$ cat src/hw/asrc_pkg.sv
/*
  Constants shared by the control register bank of the audio transceiver:
  register indices, field positions, writable-bit masks and reset values.
  Assumes a single 50 MHz control clock; nothing here is timing critical.
*/
`default_nettype none

package asrc_pkg;

  // ----------------------------------------------------------------------
  // Register indices (seven-bit address space)
  // ----------------------------------------------------------------------
  localparam logic [6:0] ADDR_MISC_CONTROL_ONE   = 7'h01;
  localparam logic [6:0] ADDR_MISC_CONTROL_TWO   = 7'h02;
  localparam logic [6:0] ADDR_SERIAL_OUT_FORMAT  = 7'h06;
  localparam logic [6:0] ADDR_EVENT_STATUS_ONE   = 7'h07;
  localparam logic [6:0] ADDR_EVENT_STATUS_TWO   = 7'h08;
  localparam logic [6:0] ADDR_EVENT_MASK_ONE     = 7'h09;
  localparam logic [6:0] ADDR_EVENT_MODE_ONE_UP  = 7'h0a;
  localparam logic [6:0] ADDR_EVENT_MODE_ONE_LO  = 7'h0b;
  localparam logic [6:0] ADDR_EVENT_MASK_TWO     = 7'h0c;
  localparam logic [6:0] ADDR_EVENT_MODE_TWO_UP  = 7'h0d;
  localparam logic [6:0] ADDR_EVENT_MODE_TWO_LO  = 7'h0e;
  localparam logic [6:0] ADDR_RECEIVED_SUMMARY   = 7'h0f;
  localparam logic [6:0] ADDR_RECEIVE_ERRORS     = 7'h10;
  localparam logic [6:0] ADDR_USER_BUFFER_CTRL   = 7'h13;
  localparam logic [6:0] ADDR_SUBCODE_FIRST      = 7'h14;
  localparam logic [6:0] ADDR_SUBCODE_LAST       = 7'h1d;
  localparam logic [6:0] ADDR_RATE_RATIO         = 7'h1e;
  localparam logic [6:0] ADDR_BUFFER_FIRST       = 7'h20;
  localparam logic [6:0] ADDR_BUFFER_LAST        = 7'h37;
  localparam logic [6:0] ADDR_IDENTITY_VERSION   = 7'h7f;

  // ----------------------------------------------------------------------
  // Sizes
  // ----------------------------------------------------------------------
  localparam int CTL_COUNT    = 20;   // Control slots 0..19
  localparam int BUFFER_BYTES = 24;   // Status or user data buffer
  localparam int SUBCODE_BYTES = 10;  // Subcode bytes
  localparam int EVENT_COUNT  = 16;   // Two event registers, eight bits each

  // ----------------------------------------------------------------------
  // Reset values
  // ----------------------------------------------------------------------
  localparam logic [7:0] POINTER_RESET = 8'h01;
  localparam logic [7:0] CONTROL_RESET = 8'h00;
  localparam logic [7:0] READ_UNMAPPED = 8'h00;

  // ----------------------------------------------------------------------
  // Pointer fields
  // ----------------------------------------------------------------------
  localparam int PTR_AUTO_ADVANCE_BIT = 7;

  // ----------------------------------------------------------------------
  // Field positions in misc_control_one
  // ----------------------------------------------------------------------
  localparam int C1_CLOCK_SUBST   = 7;
  localparam int C1_VALIDITY      = 6;
  localparam int C1_SERIAL_MUTE   = 5;
  localparam int C1_LINE_TX_MUTE  = 4;
  localparam int C1_DITHER_OFF    = 3;
  localparam int C1_ALERT_SEL_HI  = 2;
  localparam int C1_ALERT_SEL_LO  = 1;
  localparam int C1_BLOCK_SYNC    = 0;

  // ----------------------------------------------------------------------
  // Field positions in misc_control_two
  // ----------------------------------------------------------------------
  localparam int C2_LEN_FROM_STATUS = 7;
  localparam int C2_POLICY_HI       = 6;
  localparam int C2_POLICY_LO       = 5;
  localparam int C2_CLOCK_RATIO     = 4;
  localparam int C2_RX_MONO         = 3;
  localparam int C2_TX_MONO         = 2;
  localparam int C2_MONO_STATUS_SEL = 1;
  localparam int C2_MONO_CHAN_SEL   = 0;

  // ----------------------------------------------------------------------
  // Alert pin drive codes
  // ----------------------------------------------------------------------
  localparam logic [1:0] ALERT_ACTIVE_HIGH = 2'h0;
  localparam logic [1:0] ALERT_ACTIVE_LOW  = 2'h1;
  localparam logic [1:0] ALERT_OPEN_DRAIN  = 2'h2;

  // ----------------------------------------------------------------------
  // Event mode codes {upper, lower}
  // ----------------------------------------------------------------------
  localparam logic [1:0] MODE_RISING  = 2'h0;
  localparam logic [1:0] MODE_FALLING = 2'h1;
  localparam logic [1:0] MODE_LEVEL   = 2'h2;

  // ----------------------------------------------------------------------
  // Writable bits per control slot; zero bits read back as zero
  // ----------------------------------------------------------------------
  localparam logic [7:0] WMASK_FULL    = 8'hff;
  localparam logic [7:0] WMASK_CLOCK   = 8'h7f;
  localparam logic [7:0] WMASK_SIX     = 8'h3f;
  localparam logic [7:0] WMASK_SEVEN   = 8'h7f;
  localparam logic [7:0] WMASK_USER    = 8'h1f;
  localparam logic [6:0] ADDR_CLOCK_ROUTING = 7'h04;
  localparam logic [6:0] ADDR_ERROR_MASK    = 7'h11;
  localparam logic [6:0] ADDR_STATUS_BUF_CTRL = 7'h12;

endpackage : asrc_pkg

`default_nettype wire

$ cat src/hw/asrc_reg_bank.sv
/*
  Control register bank and alert-pin logic of the stereo audio transceiver.
  Holds the address pointer, the control, mask and mode registers, the
  event status registers, the status/user data buffer and the identity
  register. Assumes the serial control-port framer upstream delivers one
  strobe per byte on the same clock, and that event sources are synchronous.
*/
// Behaviour
// - Alert drive code: high, low, open-drain
// - Sources 0-13 have their own mask; 14-15 stay masked
// - Per-source mode from upper and lower bits
// - Pointer: advance bit 7, address 6:0, resets 01
// - Advance bit clear keeps pointer fixed
// - Map: control 1-19, subcode, ratio, buffer
// - Address 127 returns identity and version
// - Substitute output clock when receiver idle
// - Validity bit follows validity control
// - Serial output mute bit
// - Line transmitter mute bit
// - Dither added unless disabled
// - Block sync pin direction bit
// - Word length from status when set
// - Receiver error sample policy code
// - Recovered clock ratio 256 or 128
// - Receiver mono duplicates subframes
// - Transmitter mono packs one channel
// - Mono status select shares one status
// - Mono channel select picks left/right
// - Auto advance bumps pointer per byte
// - Status read clears, level stays, masked zero
`default_nettype none

module asrc_reg_bank #(
  parameter logic [3:0] IDENTITY_CODE = 4'h5,  // Arbitrary value
  parameter logic [3:0] VERSION_CODE  = 4'h1   // Arbitrary value
) (
  // Clock, reset, enable
  input  wire logic        mclk_in,
  input  wire logic        rstn_in,
  input  wire logic        ce_in,
  // Byte strobes from the control-port framer
  input  wire logic        ptr_wr_in,
  input  wire logic        data_wr_in,
  input  wire logic        data_rd_in,
  input  wire logic [7:0]  wr_byte_in,
  output logic      [7:0]  rd_byte_out,
  output logic             rd_valid_out,
  output logic      [7:0]  pointer_out,
  // Device status inputs
  input  wire logic [15:0] event_src_in,
  input  wire logic        rx_no_input_in,
  input  wire logic [7:0]  received_summary_in,
  input  wire logic [7:0]  receive_errors_in,
  input  wire logic [79:0] subcode_in,
  input  wire logic [7:0]  rate_ratio_in,
  // Alert pin
  input  wire logic        alert_pin_in,
  output logic             alert_pin_out,
  output logic             alert_pin_oe_out,
  // Control outputs
  output logic             recovered_master_clock_pin_from_output_master_clock_out,
  output logic             validity_level_out,
  output logic             serial_out_mute_out,
  output logic             line_tx_mute_out,
  output logic             dither_enable_out,
  output logic             block_sync_direction_out,
  output logic             length_from_status_out,
  output logic      [1:0]  error_sample_policy_out,
  output logic             recovered_clock_ratio_out,
  output logic             receiver_mono_out,
  output logic             transmitter_mono_out,
  output logic             tx_sub_a_right_out,
  output logic             tx_sub_b_right_out,
  output logic             tx_status_a_right_out,
  output logic             tx_status_b_right_out,
  output logic      [7:0]  data_routing_out,
  output logic      [7:0]  clock_routing_out,
  output logic      [7:0]  serial_input_format_out,
  output logic      [7:0]  serial_output_format_out,
  output logic      [7:0]  receive_error_mask_out,
  output logic      [7:0]  status_buffer_control_out,
  output logic      [7:0]  user_buffer_control_out
);

  // ----------------------------------------------------------------------
  // Storage
  // ----------------------------------------------------------------------
  logic [7:0]  pointer;                               // Address pointer
  logic [7:0]  ctl_reg [asrc_pkg::CTL_COUNT];         // Control slots
  logic [7:0]  buf_mem [asrc_pkg::BUFFER_BYTES];      // Data buffer
  logic [15:0] event_status;                          // Sticky events
  logic [15:0] src_prev;                              // Last source levels
  logic [15:0] next_event_status;                     // Next status
  logic [15:0] event_hit;                             // Events this cycle
  logic [15:0] event_clear;                           // Read-clear request
  logic [15:0] event_mask;                            // Mask, both regs
  logic [15:0] event_mode_up;                         // Mode upper bits
  logic [15:0] event_mode_lo;                         // Mode lower bits
  logic [7:0]  next_rd_byte;                          // Read mux result
  logic [7:0]  wr_mask;                               // Writable bits
  logic        alert_active;                          // Any unmasked event
  logic [6:0]  addr;                                  // Register address
  logic        take_rd;                               // Read accepted
  logic        take_wr;                               // Write accepted

  assign addr    = pointer[6:0];
  assign take_wr = ce_in && data_wr_in && !ptr_wr_in;
  // Write wins a collision; the read is dropped
  assign take_rd = ce_in && data_rd_in && !ptr_wr_in && !data_wr_in;

  // ----------------------------------------------------------------------
  // Event vectors gathered from the mask and mode slots
  // ----------------------------------------------------------------------
  // Upper two bits of the second group do not exist, so they stay zero
  assign event_mask    = {ctl_reg[12] & asrc_pkg::WMASK_SIX, ctl_reg[9]};
  assign event_mode_up = {ctl_reg[13] & asrc_pkg::WMASK_SIX, ctl_reg[10]};
  assign event_mode_lo = {ctl_reg[14] & asrc_pkg::WMASK_SIX, ctl_reg[11]};

  // ----------------------------------------------------------------------
  // Address pointer
  // ----------------------------------------------------------------------
  // Pointer load, then per-byte advance when enabled
  always_ff @(posedge mclk_in)
  begin
    if (!rstn_in)
    begin
      pointer <= asrc_pkg::POINTER_RESET;
    end
    else if (ce_in && ptr_wr_in)
    begin
      pointer <= wr_byte_in;
    end
    else if ((take_wr || take_rd) && pointer[asrc_pkg::PTR_AUTO_ADVANCE_BIT])
    begin
      // Seven-bit address wraps from 127 to 0; the advance bit is kept
      pointer <= {pointer[7], 7'(addr + 7'h01)};
    end
    // Advance bit clear: the pointer holds between bytes
  end

  // ----------------------------------------------------------------------
  // Write decode
  // ----------------------------------------------------------------------
  // Bits that read as zero cannot be set
  always_comb
  begin
    if (addr == asrc_pkg::ADDR_CLOCK_ROUTING)
    begin
      wr_mask = asrc_pkg::WMASK_CLOCK;
    end
    else if (addr == asrc_pkg::ADDR_EVENT_MASK_TWO || addr == asrc_pkg::ADDR_EVENT_MODE_TWO_UP
             || addr == asrc_pkg::ADDR_EVENT_MODE_TWO_LO
             || addr == asrc_pkg::ADDR_STATUS_BUF_CTRL)
    begin
      wr_mask = asrc_pkg::WMASK_SIX;
    end
    else if (addr == asrc_pkg::ADDR_ERROR_MASK)
    begin
      wr_mask = asrc_pkg::WMASK_SEVEN;
    end
    else if (addr == asrc_pkg::ADDR_USER_BUFFER_CTRL)
    begin
      wr_mask = asrc_pkg::WMASK_USER;
    end
    else
    begin
      wr_mask = asrc_pkg::WMASK_FULL;
    end
  end

  // Control slots; status, summary and error slots are read-only
  genvar gi;
  generate
    for (gi = 0; gi < asrc_pkg::CTL_COUNT; gi++)
    begin : g_ctl
      always_ff @(posedge mclk_in)
      begin
        if (!rstn_in)
        begin
          ctl_reg[gi] <= asrc_pkg::CONTROL_RESET;
        end
        else if (take_wr && addr == 7'(gi) && gi != 0 && gi != 7 && gi != 8
                 && gi != 15 && gi != 16)
        begin
          // Reserved slot 0 is ignored, host must not write it
          ctl_reg[gi] <= wr_byte_in & wr_mask;
        end
      end
    end
  endgenerate

  // Data buffer bytes at 32..55
  generate
    for (gi = 0; gi < asrc_pkg::BUFFER_BYTES; gi++)
    begin : g_buf
      always_ff @(posedge mclk_in)
      begin
        if (!rstn_in)
        begin
          buf_mem[gi] <= asrc_pkg::CONTROL_RESET;
        end
        else if (take_wr && addr == 7'(gi + 32))
        begin
          buf_mem[gi] <= wr_byte_in;
        end
      end
    end
  endgenerate

  // ----------------------------------------------------------------------
  // Event detection per source
  // ----------------------------------------------------------------------
  // Each source: edge or level per its mode pair, gated by its mask
  generate
    for (gi = 0; gi < asrc_pkg::EVENT_COUNT; gi++)
    begin : g_evt
      always_comb
      begin
        case ({event_mode_up[gi], event_mode_lo[gi]})
          asrc_pkg::MODE_RISING:
            event_hit[gi] = event_src_in[gi] && !src_prev[gi];
          asrc_pkg::MODE_FALLING:
            event_hit[gi] = !event_src_in[gi] && src_prev[gi];
          asrc_pkg::MODE_LEVEL:
            event_hit[gi] = event_src_in[gi];
          // Reserved pair never raises an event
          default:
            event_hit[gi] = 1'b0;
        endcase
      end
    end
  endgenerate

  // Reading a status slot requests a clear of its bits
  always_comb
  begin
    event_clear = 16'h0000;
    if (take_rd && addr == asrc_pkg::ADDR_EVENT_STATUS_ONE)
    begin
      event_clear[7:0] = 8'hff;
    end
    else if (take_rd && addr == asrc_pkg::ADDR_EVENT_STATUS_TWO)
    begin
      event_clear[15:8] = 8'hff;
    end
  end

  // Set wins over the clear, so a level source still true stays set
  assign next_event_status = ((event_status & ~event_clear) | event_hit) & event_mask;
  assign alert_active      = |next_event_status;

  // Sticky status and source history
  always_ff @(posedge mclk_in)
  begin
    if (!rstn_in)
    begin
      event_status <= 16'h0000;
      src_prev     <= 16'h0000;
    end
    else if (ce_in)
    begin
      // Masked bits are dropped, so they always read zero
      event_status <= next_event_status;
      src_prev     <= event_src_in;
    end
  end

  // ----------------------------------------------------------------------
  // Read mux
  // ----------------------------------------------------------------------
  // Reserved addresses read zero
  always_comb
  begin
    if (addr == asrc_pkg::ADDR_EVENT_STATUS_ONE)
    begin
      next_rd_byte = event_status[7:0] & event_mask[7:0];
    end
    else if (addr == asrc_pkg::ADDR_EVENT_STATUS_TWO)
    begin
      next_rd_byte = event_status[15:8] & event_mask[15:8];
    end
    else if (addr == asrc_pkg::ADDR_RECEIVED_SUMMARY)
    begin
      next_rd_byte = received_summary_in;
    end
    else if (addr == asrc_pkg::ADDR_RECEIVE_ERRORS)
    begin
      next_rd_byte = receive_errors_in & asrc_pkg::WMASK_SEVEN;
    end
    else if (addr != 7'h00 && addr <= asrc_pkg::ADDR_USER_BUFFER_CTRL)
    begin
      next_rd_byte = ctl_reg[5'(addr)];
    end
    else if (addr >= asrc_pkg::ADDR_SUBCODE_FIRST && addr <= asrc_pkg::ADDR_SUBCODE_LAST)
    begin
      next_rd_byte = subcode_in[8 * (addr - asrc_pkg::ADDR_SUBCODE_FIRST) +: 8];
    end
    else if (addr == asrc_pkg::ADDR_RATE_RATIO)
    begin
      next_rd_byte = rate_ratio_in;
    end
    else if (addr >= asrc_pkg::ADDR_BUFFER_FIRST && addr <= asrc_pkg::ADDR_BUFFER_LAST)
    begin
      next_rd_byte = buf_mem[5'(addr - asrc_pkg::ADDR_BUFFER_FIRST)];
    end
    else if (addr == asrc_pkg::ADDR_IDENTITY_VERSION)
    begin
      next_rd_byte = {IDENTITY_CODE, VERSION_CODE};
    end
    else
    begin
      next_rd_byte = asrc_pkg::READ_UNMAPPED;
    end
  end

  // Read answer one cycle after the strobe
  always_ff @(posedge mclk_in)
  begin
    if (!rstn_in)
    begin
      rd_byte_out  <= 8'h00;
      rd_valid_out <= 1'b0;
    end
    else if (ce_in)
    begin
      rd_valid_out <= take_rd;
      if (take_rd)
      begin
        rd_byte_out <= next_rd_byte;
      end
    end
  end

  // ----------------------------------------------------------------------
  // Alert pin
  // ----------------------------------------------------------------------
  // Driven from the next status so the pin follows the sticky bits exactly
  always_ff @(posedge mclk_in)
  begin
    if (!rstn_in)
    begin
      alert_pin_out    <= 1'b0;
      alert_pin_oe_out <= 1'b1;
    end
    else if (ce_in)
    begin
      case (ctl_reg[1][asrc_pkg::C1_ALERT_SEL_HI:asrc_pkg::C1_ALERT_SEL_LO])
        asrc_pkg::ALERT_ACTIVE_HIGH:
        begin
          alert_pin_out    <= alert_active;
          alert_pin_oe_out <= 1'b1;
        end
        asrc_pkg::ALERT_ACTIVE_LOW:
        begin
          alert_pin_out    <= !alert_active;
          alert_pin_oe_out <= 1'b1;
        end
        asrc_pkg::ALERT_OPEN_DRAIN:
        begin
          // Only pulls low; an external pull-up gives the high level
          alert_pin_out    <= 1'b0;
          alert_pin_oe_out <= alert_active;
        end
        // Reserved code releases the pin rather than guess a level
        default:
        begin
          alert_pin_out    <= 1'b0;
          alert_pin_oe_out <= 1'b0;
        end
      endcase
    end
  end

  // ----------------------------------------------------------------------
  // Derived datapath controls
  // ----------------------------------------------------------------------
  // Clock substitution and transmitter slot selection
  always_ff @(posedge mclk_in)
  begin
    if (!rstn_in)
    begin
      recovered_master_clock_pin_from_output_master_clock_out    <= 1'b0;
      dither_enable_out     <= 1'b1;
      tx_sub_a_right_out    <= 1'b0;
      tx_sub_b_right_out    <= 1'b1;
      tx_status_a_right_out <= 1'b0;
      tx_status_b_right_out <= 1'b1;
    end
    else if (ce_in)
    begin
      recovered_master_clock_pin_from_output_master_clock_out <= ctl_reg[1][asrc_pkg::C1_CLOCK_SUBST] && rx_no_input_in;
      dither_enable_out  <= !ctl_reg[1][asrc_pkg::C1_DITHER_OFF];
      if (ctl_reg[2][asrc_pkg::C2_TX_MONO])
      begin
        // Both subframes carry the selected channel
        tx_sub_a_right_out <= ctl_reg[2][asrc_pkg::C2_MONO_CHAN_SEL];
        tx_sub_b_right_out <= ctl_reg[2][asrc_pkg::C2_MONO_CHAN_SEL];
      end
      else
      begin
        tx_sub_a_right_out <= 1'b0;
        tx_sub_b_right_out <= 1'b1;
      end
      if (ctl_reg[2][asrc_pkg::C2_MONO_STATUS_SEL])
      begin
        tx_status_a_right_out <= ctl_reg[2][asrc_pkg::C2_MONO_CHAN_SEL];
        tx_status_b_right_out <= ctl_reg[2][asrc_pkg::C2_MONO_CHAN_SEL];
      end
      else
      begin
        tx_status_a_right_out <= 1'b0;
        tx_status_b_right_out <= 1'b1;
      end
    end
  end

  // ----------------------------------------------------------------------
  // Plain control bits straight from their flops
  // ----------------------------------------------------------------------
  assign pointer_out               = pointer;
  assign validity_level_out        = ctl_reg[1][asrc_pkg::C1_VALIDITY];
  assign serial_out_mute_out       = ctl_reg[1][asrc_pkg::C1_SERIAL_MUTE];
  assign line_tx_mute_out          = ctl_reg[1][asrc_pkg::C1_LINE_TX_MUTE];
  assign block_sync_direction_out  = ctl_reg[1][asrc_pkg::C1_BLOCK_SYNC];
  assign length_from_status_out    = ctl_reg[2][asrc_pkg::C2_LEN_FROM_STATUS];
  assign error_sample_policy_out   =
    ctl_reg[2][asrc_pkg::C2_POLICY_HI:asrc_pkg::C2_POLICY_LO];
  assign recovered_clock_ratio_out = ctl_reg[2][asrc_pkg::C2_CLOCK_RATIO];
  assign receiver_mono_out         = ctl_reg[2][asrc_pkg::C2_RX_MONO];
  assign transmitter_mono_out      = ctl_reg[2][asrc_pkg::C2_TX_MONO];
  assign data_routing_out          = ctl_reg[3];
  assign clock_routing_out         = ctl_reg[4];
  assign serial_input_format_out   = ctl_reg[5];
  assign serial_output_format_out  = ctl_reg[6];
  assign receive_error_mask_out    = ctl_reg[17];
  assign status_buffer_control_out = ctl_reg[18];
  assign user_buffer_control_out   = ctl_reg[19];

endmodule : asrc_reg_bank

`default_nettype wire

$ cat config.mk
export PLATFORM = sky130hd
export DESIGN_NAME = asrc_reg_bank
export DESIGN_NICKNAME = d
export VERILOG_FILES = /design/src/hw/asrc_pkg.sv /design/src/hw/asrc_reg_bank.sv
export SDC_FILE = /design/constraint.sdc
export NUM_CORES = 1
export LEC_CHECK = 0
export BUFFER_PORTS_ARGS = -buffer_cell sky130_fd_sc_hd__buf_2
export CAP_MARGIN = 20
export CELL_PAD_IN_SITES_DETAIL_PLACEMENT = 1
export CELL_PAD_IN_SITES_GLOBAL_PLACEMENT = 2
export CORE_UTILIZATION = 39
export CTS_BUF_LIST = sky130_fd_sc_hd__clkbuf_16
export DETAILED_ROUTE_END_ITERATION = 10
export PLACE_DENSITY = 0.9
export SYNTH_ARGS = -nofsm -noshare
export SYNTH_HDL_FRONTEND = slang
export SYNTH_SLANG_ARGS = --single-unit
$ cat constraint.sdc
create_clock -name mclk_in -period 4.5 [get_ports mclk_in]
set_clock_uncertainty 0.05 [all_clocks]
set_input_delay 0.675 -clock mclk_in [delete_from_list [all_inputs] [get_ports mclk_in]]
set_output_delay 0.675 -clock mclk_in [all_outputs]
set_load 0.01 [all_outputs]
Yosys cells after proc, flatten, opt, wreduce, memory -nomap -nowiden
Memories as Yosys holds them, arrays and structs flattened. A register that Yosys moved wholly into a read port is not among the register bits. Index checks and enable logic that the tools add are counted.

Memories: 2. Register bits: 57. Output and inout bits: 91. Input port bits: 136. Memory bits (writable): 352.

Bitwise operators: 46. Shift operators: 1. Reductions and logical operators: 140. Equality and inequality tests: 75. Muxes and demuxes: 197. $add $sub $neg: 3. Magnitude comparators: 5.

Memories: buf_mem (depth 24, bits a word 8, read ports 1, clocked after Yosys merged registers in 0, write ports 24, RTL line asrc_reg_bank.sv:90) `logic [7:0] buf_mem [asrc_pkg::BUFFER_BYTES];`; ctl_reg (depth 20, bits a word 8, read ports 16, clocked after Yosys merged registers in 1, write ports 20, RTL line asrc_reg_bank.sv:89) `logic [7:0] ctl_reg [asrc_pkg::CTL_COUNT];`.

Operators with widths (number): two-way mux 8 bit (55); equality test 7 x 6 -> 1 bit, second input constant (24); two-way mux 1 bit (122); logical AND 1 bit (82); indexed part select 80 x 33 -> 8 bit (1); equality test 7 x 4 -> 1 bit, second input constant (8); one-hot mux 1 bit (3 select lines) (14); OR 1 bit (39); equality test 7 x 5 -> 1 bit, second input constant (5); logical NOT 1 bit (34); equality test 2 x 1 -> 1 bit, second input constant (15); equality test 2 bit, second input constant (15); logical NOT 2 bit (15); equality test 7 x 3 -> 1 bit, second input constant (4); AND 16 x 14 -> 16 bit (1); AND 16 bit (1); AND 8 bit (2); NOT 16 bit (1); OR 16 bit (1); OR reduction 16 bit (1); equality test 7 x 2 -> 1 bit, second input constant (2); less-or-equal comparator 7 x 5 -> 1 bit, second input constant (2); two-way mux 7 bit (2); two-way mux 5 bit (2); other kinds (15) (19).

Logic depth before layout (Yosys ltp)
Gate-level depths: netlist (run 1).

Word-level depth: 13. Gate-level depth with buffers: 14. Depth with buffers taken out: 9.

Worst setup path before layout (run 1)
No wires, ideal clock.

Path kind: reg-to-reg. Start point: register pointer[0] (netlist: pointer_out[0]). End point: register rd_byte_out[1]. Path buffers: 5. Setup time: 0.115 ns. Arrival: 3.413 ns. Setup slack: 0.922 ns. Stages on the path, launching flop included: 14. Period minus slack after synthesis: 3.578 ns. Cells stage by stage: dfxtp_1 > buf_2 > buf_2 > buf_2 > inv_1 > ha_1 > clkbuf_1 > and2_1 > clkbuf_1 > a2111oi_0 > nor4_1 > a311oi_1 > o21ai_0 > and3_1.

Cells in the longest elaborated chain, start to end: 10. Elaborated cells between the ends (all ways): 26. Classes of those cells: add/sub (2); order compare (5); eq/ne (5); shift (1); mux (8); reduce/logical (4); memory (1).

Ends and longest elaborated chain: start, declared (RTL line asrc_reg_bank.sv:88) `logic [7:0] pointer;`; start signal, assigned (RTL line asrc_reg_bank.sv:127) `pointer <= asrc_pkg::POINTER_RESET;`; start signal, assigned (RTL line asrc_reg_bank.sv:131) `pointer <= wr_byte_in;`; start signal, assigned (RTL line asrc_reg_bank.sv:136) `pointer <= {pointer[7], 7'(addr + 7'h01)};`; subtractor 5 x 1 -> 5 bit, or another cell as far along (RTL line asrc_reg_bank.sv:304) `next_rd_byte = buf_mem[5'(addr - asrc_pkg::ADDR_BUFFER_FIRST)];`; memory (24 x 8 bit) / logical AND 1 bit (equally long branches); two-way mux 8 bit (RTL line asrc_reg_bank.sv:302) `else if (addr >= asrc_pkg::ADDR_BUFFER_FIRST && addr <= asrc_pkg::ADDR_BUFFER_LAST)`; two-way mux 8 bit (RTL line asrc_reg_bank.sv:298) `else if (addr == asrc_pkg::ADDR_RATE_RATIO)`; two-way mux 8 bit (RTL line asrc_reg_bank.sv:294) `else if (addr >= asrc_pkg::ADDR_SUBCODE_FIRST && addr <= asrc_pkg::ADDR_SUBCODE_LAST)`; two-way mux 8 bit (RTL line asrc_reg_bank.sv:290) `else if (addr != 7'h00 && addr <= asrc_pkg::ADDR_USER_BUFFER_CTRL)`; two-way mux 8 bit (RTL line asrc_reg_bank.sv:286) `else if (addr == asrc_pkg::ADDR_RECEIVE_ERRORS)`; two-way mux 8 bit (RTL line asrc_reg_bank.sv:282) `else if (addr == asrc_pkg::ADDR_RECEIVED_SUMMARY)`; two-way mux 8 bit (RTL line asrc_reg_bank.sv:278) `else if (addr == asrc_pkg::ADDR_EVENT_STATUS_TWO)`; two-way mux 8 bit (*) (RTL line asrc_reg_bank.sv:274) `if (addr == asrc_pkg::ADDR_EVENT_STATUS_ONE)`; end signal, assigned (RTL line asrc_reg_bank.sv:329) `rd_byte_out <= next_rd_byte;`; end, declared (RTL line asrc_reg_bank.sv:46) `output logic [7:0] rd_byte_out,`.

Mark *: on every way between the ends. The rest lies on a longest branch, timed or not. A chain may end at the register's enable or synchronous reset.

Final worst setup path (run 1)
Start point: register pointer[2] (netlist: pointer_out[2]). End point: register rd_byte_out[6].

Cells in the longest elaborated chain, start to end: 10. Elaborated cells between the ends (all ways): 28. Classes of those cells: add/sub (2); order compare (5); eq/ne (6); shift (1); mux (9); reduce/logical (4); memory (1).

Ends and longest elaborated chain (RTL line): subtractor 5 x 1 -> 5 bit, or another cell as far along (asrc_reg_bank.sv:304); memory (24 x 8 bit), or another cell as far along; two-way mux 8 bit (asrc_reg_bank.sv:302); two-way mux 8 bit (asrc_reg_bank.sv:298); two-way mux 8 bit (asrc_reg_bank.sv:294); two-way mux 8 bit (asrc_reg_bank.sv:290); two-way mux 8 bit (asrc_reg_bank.sv:286); two-way mux 8 bit (asrc_reg_bank.sv:282); two-way mux 8 bit (asrc_reg_bank.sv:278); two-way mux 8 bit (*) (asrc_reg_bank.sv:274).

Marked as above.

==> qor.txt, run 1 <==
Vias/cell - 5.89
core area - 0.0479 sq mm
Sw Share - 25.6%
commonest non-fill, non-tap cells in the layout - edfxtp_1, and2_1, buf_2
CP required - 4.91 ns
IO Count - 227
CP startpoint kind - flop
unrepaired setup endpoints after global routing - no
# hold bufs at CTS - 0
Die ar. - 0.0496 sq mm
top cells by area, synth - edfxtp_1, and2_1, mux4_2
Die Width - 223 microns
Final nets - 1996
register area share after synthesis - 55.4%
CTS tree - done
post-detailed-routing wire length - 67200 microns
Reg power frac - 47.3%
antenna violations before repair - 0
hpwl dp - 48000 microns
slew margin rel. - 26.7%
number of synthesized flops with an enable pin - 312
Hold Path Class - primary input to flop
Fmax achieved - 280 MHz
maximum clock path buffer count - 3
total net switching power - 2.13 mW
top_reg_cell synth - edfxtp_1
depth of the CTS H-tree - 2
Ys Warns - 0
period utilization - 79.5%
Netlist cell types - 74
synthesized area - 0.0190 sq mm
global-route wire length before repair - 98500 microns
Syn-to-layout area delta - 17.1%
cts bufs inserted - 41
largest net degree at the start of global routing - 53
vias in the first global route - 15.6k
layout cells sized above 1 - 24.0%
Crit. End Element - flop
Fill cells - 5147
Max VDD drop - 0.238 mV
crit path max fanout - 16
internal cell power - 6.20 mW
max reg flops - 192
gr ovfl total - 0
Mapped Cells - 1637
Pwr Density - 374 mW/mm^2
routability cong. - 0.901
max-slew violation count - 0
final hold violations - 0
reg2reg setup slack - 0.92 ns
initial detailed-routing violation count - 1298
Clock Sink Count - 370
DR vias - 14.7k
Total GRT Usage - 26.7%
CTS clock-pin slew for the worst setup and hold paths - 0.06 ns
# port buffers - 222
diodes inserted - 0
die height - 223 microns
Pre-antenna DRT Iters - 5
most common cell after layout, fill and taps aside - edfxtp_1
DR WL/cell - 26.9 microns
FFs w/ async S/R, synth - 0%
syn avg cell area - 11.6 sq um
Initial Utilization - 39.7%
Crit path arrival time - 3.99 ns
Pleak - 8.76 nW
worst-margin pin slew - 1.10 ns
DRC violations left - 0
TNS Setup - 0 ns
Final Setup Violations - 0
area leader, netlist - edfxtp_1
Clock Latency Late Sink - 0.58 ns
crit path time final - 3.58 ns
postcts setup bufs - 0
post-route antenna net violation count - 0
clock share of power - 41.4%
Yosys top cell area share - 49.3%
CTS root buf - clkbuf_16
row count - 80
PostCTS Resize Cnt - 0
Overall Power - 8.33 mW
max_cap viols - 0
Setup CP Type - flop to flop
#FFs+latches synth - 370
combinational fraction of design power - 11.3%
outcome - finished, final reports clean
-- stage by stage --
stage / instances / worst slack [ns] / utilization [%] / hold slack [ns] / instance area [sq um]
5_1_grt: 2499 / 0.622 / 46.4 / 0.349 / 22300
6_report: 2499 / 0.924 / 46.4 / 0.329 / 22300
3_5_place_dp: 2419 / 0.953 / 43.5 / 0.408 / 20900
4_1_cts: 2495 / 0.916 / 46.4 / 0.307 / 22200
3_3_place_gp: 2419 / 1.04 / 43.5 / 0.403 / 20900
2_1_floorplan: 1644 / 0.922 / - / 0.395 / 19000
-- critical path: stages, from the launching register on --
cell	delay, ns
dfxtp_1	0.72
inv_1	0.43
ha_1	0.48
and2_1	0.31
o22ai_1	0.71
o21ai_0	0.41
a32o_1	0.36
-- routing by layer --
| metal | up-vias | wire (microns) | track usage, % |
|---|---|---|---|
| met1 | 7507 | 26000 | 32.0 |
| met4 | 0 | 3620 | 15.1 |
| met2 | 588 | 33800 | 45.9 |
| met3 | 149 | 3780 | 3.82 |
| met5 | - | 0 | 0 |
| li1 | 6464 | - | - |
-- power by group through the flow --
stage | sequential [mW] | combinational [mW] | clock, mW
3_5_place_dp | 4.01 | 0.920 | 0
2_1_floorplan | 3.96 | 0.531 | 0
3_3_place_gp | 4.00 | 0.897 | 0
5_1_grt | 3.95 | 0.986 | 3.57
6_report | 3.94 | 0.941 | 3.45
4_1_cts | 3.94 | 0.927 | 3.48
-- final timing paths --
| kind | from | end | cells past startpoint |
|---|---|---|---|
| max | pointer_out[2] | rd_byte_out[6] | 6 |
| min | event_src_in[7] | src_prev[7] | 3 |
| max reg2reg | pointer_out[2] | rd_byte_out[6] | 6 |
| min reg2reg | tx_sub_a_right_out | tx_sub_a_right_out | 2 |
-- synthesized netlist by cell type (4+ instances only) --
master,instances
nor2_1,116
a31oi_1,9
nand3_1,38
nand2_1,137
a2bb2oi_1,9
nor2b_1,18
a21oi_1,43
edfxtp_1,312
buf_1,4
o221ai_1,5
clkbuf_1,91
a21boi_0,5
nor3_1,39
mux4_2,57
and3b_1,10
a311oi_1,5
dfxtp_1,58
and3_1,29
o22ai_1,11
buf_2,22
ha_1,9
a211oi_1,12
mux2_2,26
o21ai_0,79
mux2i_1,75
nand2b_1,7
nor3b_1,13
a221oi_1,18
or3_1,4
or2_2,6
and2_1,255
o2111ai_1,5
nand4_1,14
inv_1,16
a22oi_1,13
o211ai_1,12
-- layout make-up --
type	count	area, sq um	share of cell area (%)
sequential	370	10500	47.4
multi-input combinational	1135	7940	35.7
inverter	17	63.8	0.287
clock buffer	43	1080	4.83
timing repair buffer	286	1580	7.12
clock inverter	33	283	1.27
tap	615	769	3.46
-- kinds of logic (layout without fill, tap and decap cells) --
logic type	count (synthesis)	in the layout	share of synthesized area (%)
buf+inv	139	379	3.03
mux	158	158	12.2
flops	370	370	55.4
compound gates	253	253	8.82
other cells	1	8	0.0197
simple gates	703	703	19.7
fa+ha+maj	9	9	0.592
xor+xnor	4	4	0.184
Power figures use the tool's default switching activity.
==> inputs of run 2 (changes only) <==
==> constraint.sdc (replaced) <==
create_clock -name mclk_in -period 3.4 [get_ports mclk_in]
set_clock_uncertainty 0.05 [all_clocks]
set_input_delay 0.51 -clock mclk_in [delete_from_list [all_inputs] [get_ports mclk_in]]
set_output_delay 0.51 -clock mclk_in [all_outputs]
set_load 0.01 [all_outputs]
==> run 2 against run 1 <==
Cell count up 1.4%. Non-clock buffer count is 35 higher. Worst setup slack worse by 0.72 ns. Largest power group unchanged. Critical endpoint is now rd_byte_out[4]. Largest cell class unchanged. Critical path depth rose by 2.
==> qor.txt, run 2 (synthesis gave the netlist of run 1 again) <==
outcome - finished, final reports clean (unchanged)
Fmax achieved - 313 MHz (was 280 MHz)
Min Hold Slack - 0.155 ns (was 0.329 ns)
CP startpoint kind - flop (unchanged)
vias in the first global route - 15.5k (was 15.6k)
Clock Sink Count - 370 (unchanged)
Non-Filler Instances - 2533 (was 2499)
Initial Utilization - 39.7% (unchanged)
DRC violations left - 0 (unchanged)
Die Width - 223 microns (unchanged)
PostCTS Resize Cnt - 0 (unchanged)
Hold Path Class - primary input to flop (unchanged)
Vias/cell - 5.90 (was 5.89)
most common cell after layout, fill and taps aside - edfxtp_1 (unchanged)
max reg flops - 192 (unchanged)
Pleak - 8.87 nW (was 8.76 nW)
die height - 223 microns (unchanged)
maximum clock path buffer count - 3 (unchanged)
Crit path arrival time - 3.57 ns (was 3.99 ns)
fin util - 46.8% (was 46.4%)
cts bufs inserted - 41 (unchanged)
worst-margin pin slew - 0.961 ns (was 1.10 ns)
# port buffers - 222 (unchanged)
postcts setup bufs - 0 (unchanged)
max_cap viols - 0 (unchanged)
Syn-to-layout area delta - 18.0% (was 17.1%)
Final nets - 2031 (was 1996)
depth of the CTS H-tree - 2 (unchanged)
# hold bufs at CTS - 0 (unchanged)
Die ar. - 0.0496 sq mm (unchanged)
Pre-antenna DRT Iters - 5 (unchanged)
pre-CTS setup slack - 0.330 ns (was 0.953 ns)
post-route antenna net violation count - 0 (unchanged)
post-detailed-routing wire length - 67200 microns (about the same)
IO Count - 227 (unchanged)
final critical-path setup slack - 0.202 ns (was 0.924 ns)
max-slew violation count - 0 (unchanged)
unrepaired setup endpoints after global routing - no (unchanged)
routability cong. - 0.913 (was 0.901)
slew margin rel. - 35.9% (was 26.7%)
crit path max fanout - 10 (was 16)
placed cell count - 2457 (was 2419)
Max VDD drop - 0.321 mV (was 0.238 mV)
CTS root buf - clkbuf_16 (unchanged)
TNS Setup - 0 ns (unchanged)
commonest non-fill, non-tap cells in the layout - edfxtp_1, and2_1, buf_2 (unchanged)
Setup CP Type - flop to flop (unchanged)
post-layout instance area - 0.0224 sq mm (was 0.0223 sq mm)
hpwl dp - 48200 microns (was 48000 microns)
initial detailed-routing violation count - 1373 (was 1298)
final hold violations - 0 (unchanged)
dpl cell area - 0.0212 sq mm (was 0.0209 sq mm)
Final Setup Violations - 0 (unchanged)
Pwr Density - 478 mW/mm^2 (was 374 mW/mm^2)
row count - 80 (unchanged)
layout cells sized above 1 - 25.2% (was 24.0%)
antenna violations before repair - 1 (was 0)
Overall Power - 10.7 mW (was 8.33 mW)
gr ovfl total - 0 (unchanged)
CTS tree - done (unchanged)
DR vias - 14.9k (was 14.7k)
DR WL/cell - 26.5 microns (was 26.9 microns)
largest net degree at the start of global routing - 54 (was 53)
core area - 0.0479 sq mm (unchanged)
global-route wire length before repair - 98800 microns (was 98500 microns)
Clock Latency Late Sink - 0.57 ns (was 0.58 ns)
CTS clock-pin slew for the worst setup and hold paths - 0.06 ns (about the same)
CP required - 3.77 ns (was 4.91 ns)
Total GRT Usage - 26.8% (was 26.7%)
crit path time final - 3.20 ns (was 3.58 ns)
Crit. End Element - flop (unchanged)
period utilization - 94.1% (was 79.5%)
[run 2: cell types whose count changed in the layout (fill, tap and decap cells not counted), sizes merged]
cell / delta
buf: +36
bufinv: -3
clkbuf: -3
inv: +2
clkinvlp: +1
diode: +1
[run 2: layout make-up]
class | count | area (sq um)
fill | 5203 | 25500
sequential | 370 | 10500
multi-input combinational | 1135 | 7950
timing repair buffer | 321 | 1880
clock buffer | 41 | 1030
tap | 615 | 769
clock inverter | 33 | 205
inverter | 17 | 63.8
antenna | 1 | 2.50
[run 2: critical path: stages, from the launching register on]
cell and delay (ns):
dfxtp_1 0.53, inv_1 0.16, ha_1 0.39, a32oi_1 0.53, o22ai_1 0.30, o21ba_2 0.32
o221ai_1 0.15, a31oi_1 0.45, o21ai_0 0.17
[run 2: per-layer routing]
metal  up-vias  wire length, microns  part of all wire (%)  global-route usage [%]
met5         -                     0                     0                       0
met4         0                  3130                   4.7                    12.7
met3       134                  3620                   5.4                    3.82
met2       529                 34200                    51                    46.7
met1      7736                 26200                    39                    32.8
li1       6535                     -                     -                       -
[run 2: worst paths after layout]
| check | from | endpoint | slack, ns | cells past startpoint |
|---|---|---|---|---|
| worst max-delay path | pointer_out[2] | rd_byte_out[4] | 0.20 | 8 |
| worst min-delay path | event_src_in[7] | src_prev[7] | 0.15 | 3 |
| worst max register to register | pointer_out[2] | rd_byte_out[4] | 0.20 | 8 |
| worst min register to register | tx_sub_a_right_out | tx_sub_a_right_out | 0.42 | 2 |
[run 2: power breakdown]
part	total, mW	switching [mW]	internal (mW)
Combinational	1.31	0.810	0.496
Clock	4.21	1.87	2.34
Sequential	5.19	0.124	5.07
Total	10.7	2.80	7.91
==> inputs of run 3 (changes only) <==
--- a/config.mk
+++ b/config.mk
@@ -12,7 +12,8 @@
 export CORE_UTILIZATION = 39
 export CTS_BUF_LIST = sky130_fd_sc_hd__clkbuf_16
 export DETAILED_ROUTE_END_ITERATION = 10
-export PLACE_DENSITY = 0.9
+export PLACE_DENSITY = 0.86
+export REMOVE_ABC_BUFFERS = 1
 export SYNTH_ARGS = -nofsm -noshare
 export SYNTH_HDL_FRONTEND = slang
 export SYNTH_SLANG_ARGS = --single-unit
==> run 3 against run 2 <==
Clock power is 2% higher. Via count is 0.36% higher. Worst setup slack worse by 0.14 ns. Hold slack better by 0.019 ns. Die area stayed put. Design area is 0.51% higher. Sequential power hardly changed. Core utilization is 0.24 points higher. Sequential share of layout area is 0.24 points lower. Cell count is 0.32% higher. Clock-buffer cell count is 2 higher. Critical endpoint is now rd_byte_out[5]. Highest routed layer unchanged.
==> qor.txt, run 3 (synthesis gave the netlist of run 1 again) <==
# port buffers - 222 (unchanged)
Pwr Density - 480 mW/mm^2 (was 478 mW/mm^2)
largest net degree at the start of global routing - 54 (unchanged)
layout cells sized above 1 - 25.5% (was 25.2%)
antenna violations before repair - 0 (was 1)
Vias/cell - 5.90 (about the same)
global-route wire length before repair - 101000 microns (was 98800 microns)
Crit. End Element - flop (unchanged)
Max VDD drop - 0.326 mV (was 0.321 mV)
core area - 0.0479 sq mm (unchanged)
pre-CTS setup slack - 0.243 ns (was 0.330 ns)
post-detailed-routing wire length - 68900 microns (was 67200 microns)
max reg flops - 192 (unchanged)
CP startpoint kind - flop (unchanged)
Die ar. - 0.0496 sq mm (unchanged)
DR vias - 15.0k (was 14.9k)
commonest non-fill, non-tap cells in the layout - edfxtp_1, and2_1, buf_2 (unchanged)
DR WL/cell - 27.1 microns (was 26.5 microns)
vias in the first global route - 15.7k (was 15.5k)
Pleak - 8.93 nW (was 8.87 nW)
routability cong. - 0.935 (was 0.913)
postcts setup bufs - 0 (unchanged)
gr ovfl total - 0 (unchanged)
Final nets - 2037 (was 2031)
most common cell after layout, fill and taps aside - edfxtp_1 (unchanged)
crit path time final - 3.33 ns (was 3.20 ns)
outcome - finished, final reports clean (unchanged)
die height - 223 microns (unchanged)
Min Hold Slack - 0.174 ns (was 0.155 ns)
post-route antenna net violation count - 0 (unchanged)
DRC violations left - 0 (unchanged)
CP required - 3.75 ns (was 3.77 ns)
max_cap viols - 0 (unchanged)
Initial Utilization - 39.7% (unchanged)
final critical-path setup slack - 0.0657 ns (was 0.202 ns)
Setup CP Type - flop to flop (unchanged)
final hold violations - 0 (unchanged)
initial detailed-routing violation count - 1447 (was 1373)
Hold Path Class - primary input to flop (unchanged)
# hold bufs at CTS - 0 (unchanged)
Final Setup Violations - 0 (unchanged)
slew margin rel. - 25.7% (was 35.9%)
CTS tree - done (unchanged)
Clock Latency Late Sink - 0.56 ns (was 0.57 ns)
worst-margin pin slew - 1.11 ns (was 0.961 ns)
period utilization - 98.1% (was 94.1%)
Crit path arrival time - 3.68 ns (was 3.57 ns)
crit path max fanout - 10 (unchanged)
maximum clock path buffer count - 3 (unchanged)
row count - 80 (unchanged)
Fmax achieved - 300 MHz (was 313 MHz)
post-layout instance area - 0.0225 sq mm (was 0.0224 sq mm)
unrepaired setup endpoints after global routing - no (unchanged)
IO Count - 227 (unchanged)
CTS clock-pin slew for the worst setup and hold paths - 0.06 ns (about the same)
dpl cell area - 0.0213 sq mm (was 0.0212 sq mm)
Die Width - 223 microns (unchanged)
Total GRT Usage - 27.5% (was 26.8%)
hpwl dp - 50200 microns (was 48200 microns)
max-slew violation count - 0 (unchanged)
Clock Sink Count - 370 (unchanged)
cts bufs inserted - 41 (unchanged)
CTS root buf - clkbuf_16 (unchanged)
Syn-to-layout area delta - 18.6% (was 18.0%)
Pre-antenna DRT Iters - 7 (was 5)
depth of the CTS H-tree - 2 (unchanged)
Overall Power - 10.8 mW (was 10.7 mW)
## run 3: changes by cell type in the layout (fill, tap and decap cells not counted), sizes merged
cell,change
inv,-1
clkinv,+2
clkinvlp,-1
buf,+6
clkbuf,+2
## run 3: routing by layer
layer | up-vias | part of all wire (%) | GRT usage (%) | wire length (microns)
met1 | 7731 | 40 | 34.8 | 27800
met4 | 0 | 3.6 | 10.2 | 2510
met2 | 564 | 51 | 48.3 | 35100
met5 | - | 0 | 0 | 0
met3 | 134 | 5.1 | 3.16 | 3500
li1 | 6559 | - | - | -
## run 3: worst paths after layout
kind                                       startpoint                     to  slack, ns  cells past startpoint
worst min register to register  tx_status_a_right_out  tx_status_a_right_out       0.41                      2
worst min-delay path                  event_src_in[4]            src_prev[4]       0.17                      3
worst max register to register                   flop         rd_byte_out[5]       0.07                      7
worst max-delay path                             flop         rd_byte_out[5]       0.07                      7
## run 3: final cells by class
cell class                      count  area [sq um]
Inverter                           17          63.8
Clock inverter                     33           201
Antenna cell                        1          2.50
Fill cell                        5138         25400
Timing Repair Buffer              327          1940
Clock buffer                       43          1080
Sequential cell                   370         10500
Multi-Input combinational cell   1135          7960
Tap cell                          615           769
## run 3: timing repair
item                                    in CTS  in global routing
endpoints found under the setup margin       0                  2
hold endpoints to repair                     0                  0
resized for setup                            0                  2
## run 3: power breakdown
group | leakage (nW) | total [mW] | internal, mW | switching [mW]
Sequential | 3.69 | 5.19 | 5.07 | 0.120
Clock | 0.673 | 4.30 | 2.44 | 1.86
Combinational | 4.57 | 1.32 | 0.500 | 0.822
Total | 8.93 | 10.8 | 8.01 | 2.81
## run 3: worst max-delay path: stages (launching register included)
cell	delay [ns]
dfxtp_1	0.71
inv_1	0.33
nor2_1	0.92
a21oi_1	0.31
nand3_1	0.26
o21ai_0	0.18
nor2_1	0.34
a2111oi_2	0.08
## run 3: through the flow
stage | setup TNS (ns) | utilization (%) | cells
after floorplan | -10.98 | - | 1522
after global placement | 0 | 44.3 | 2464
after detailed placement | 0 | 44.3 | 2464
after CTS | 0 | 47.0 | 2540
after global routing | 0 | 47.0 | 2540
final | 0 | 47.0 | 2541
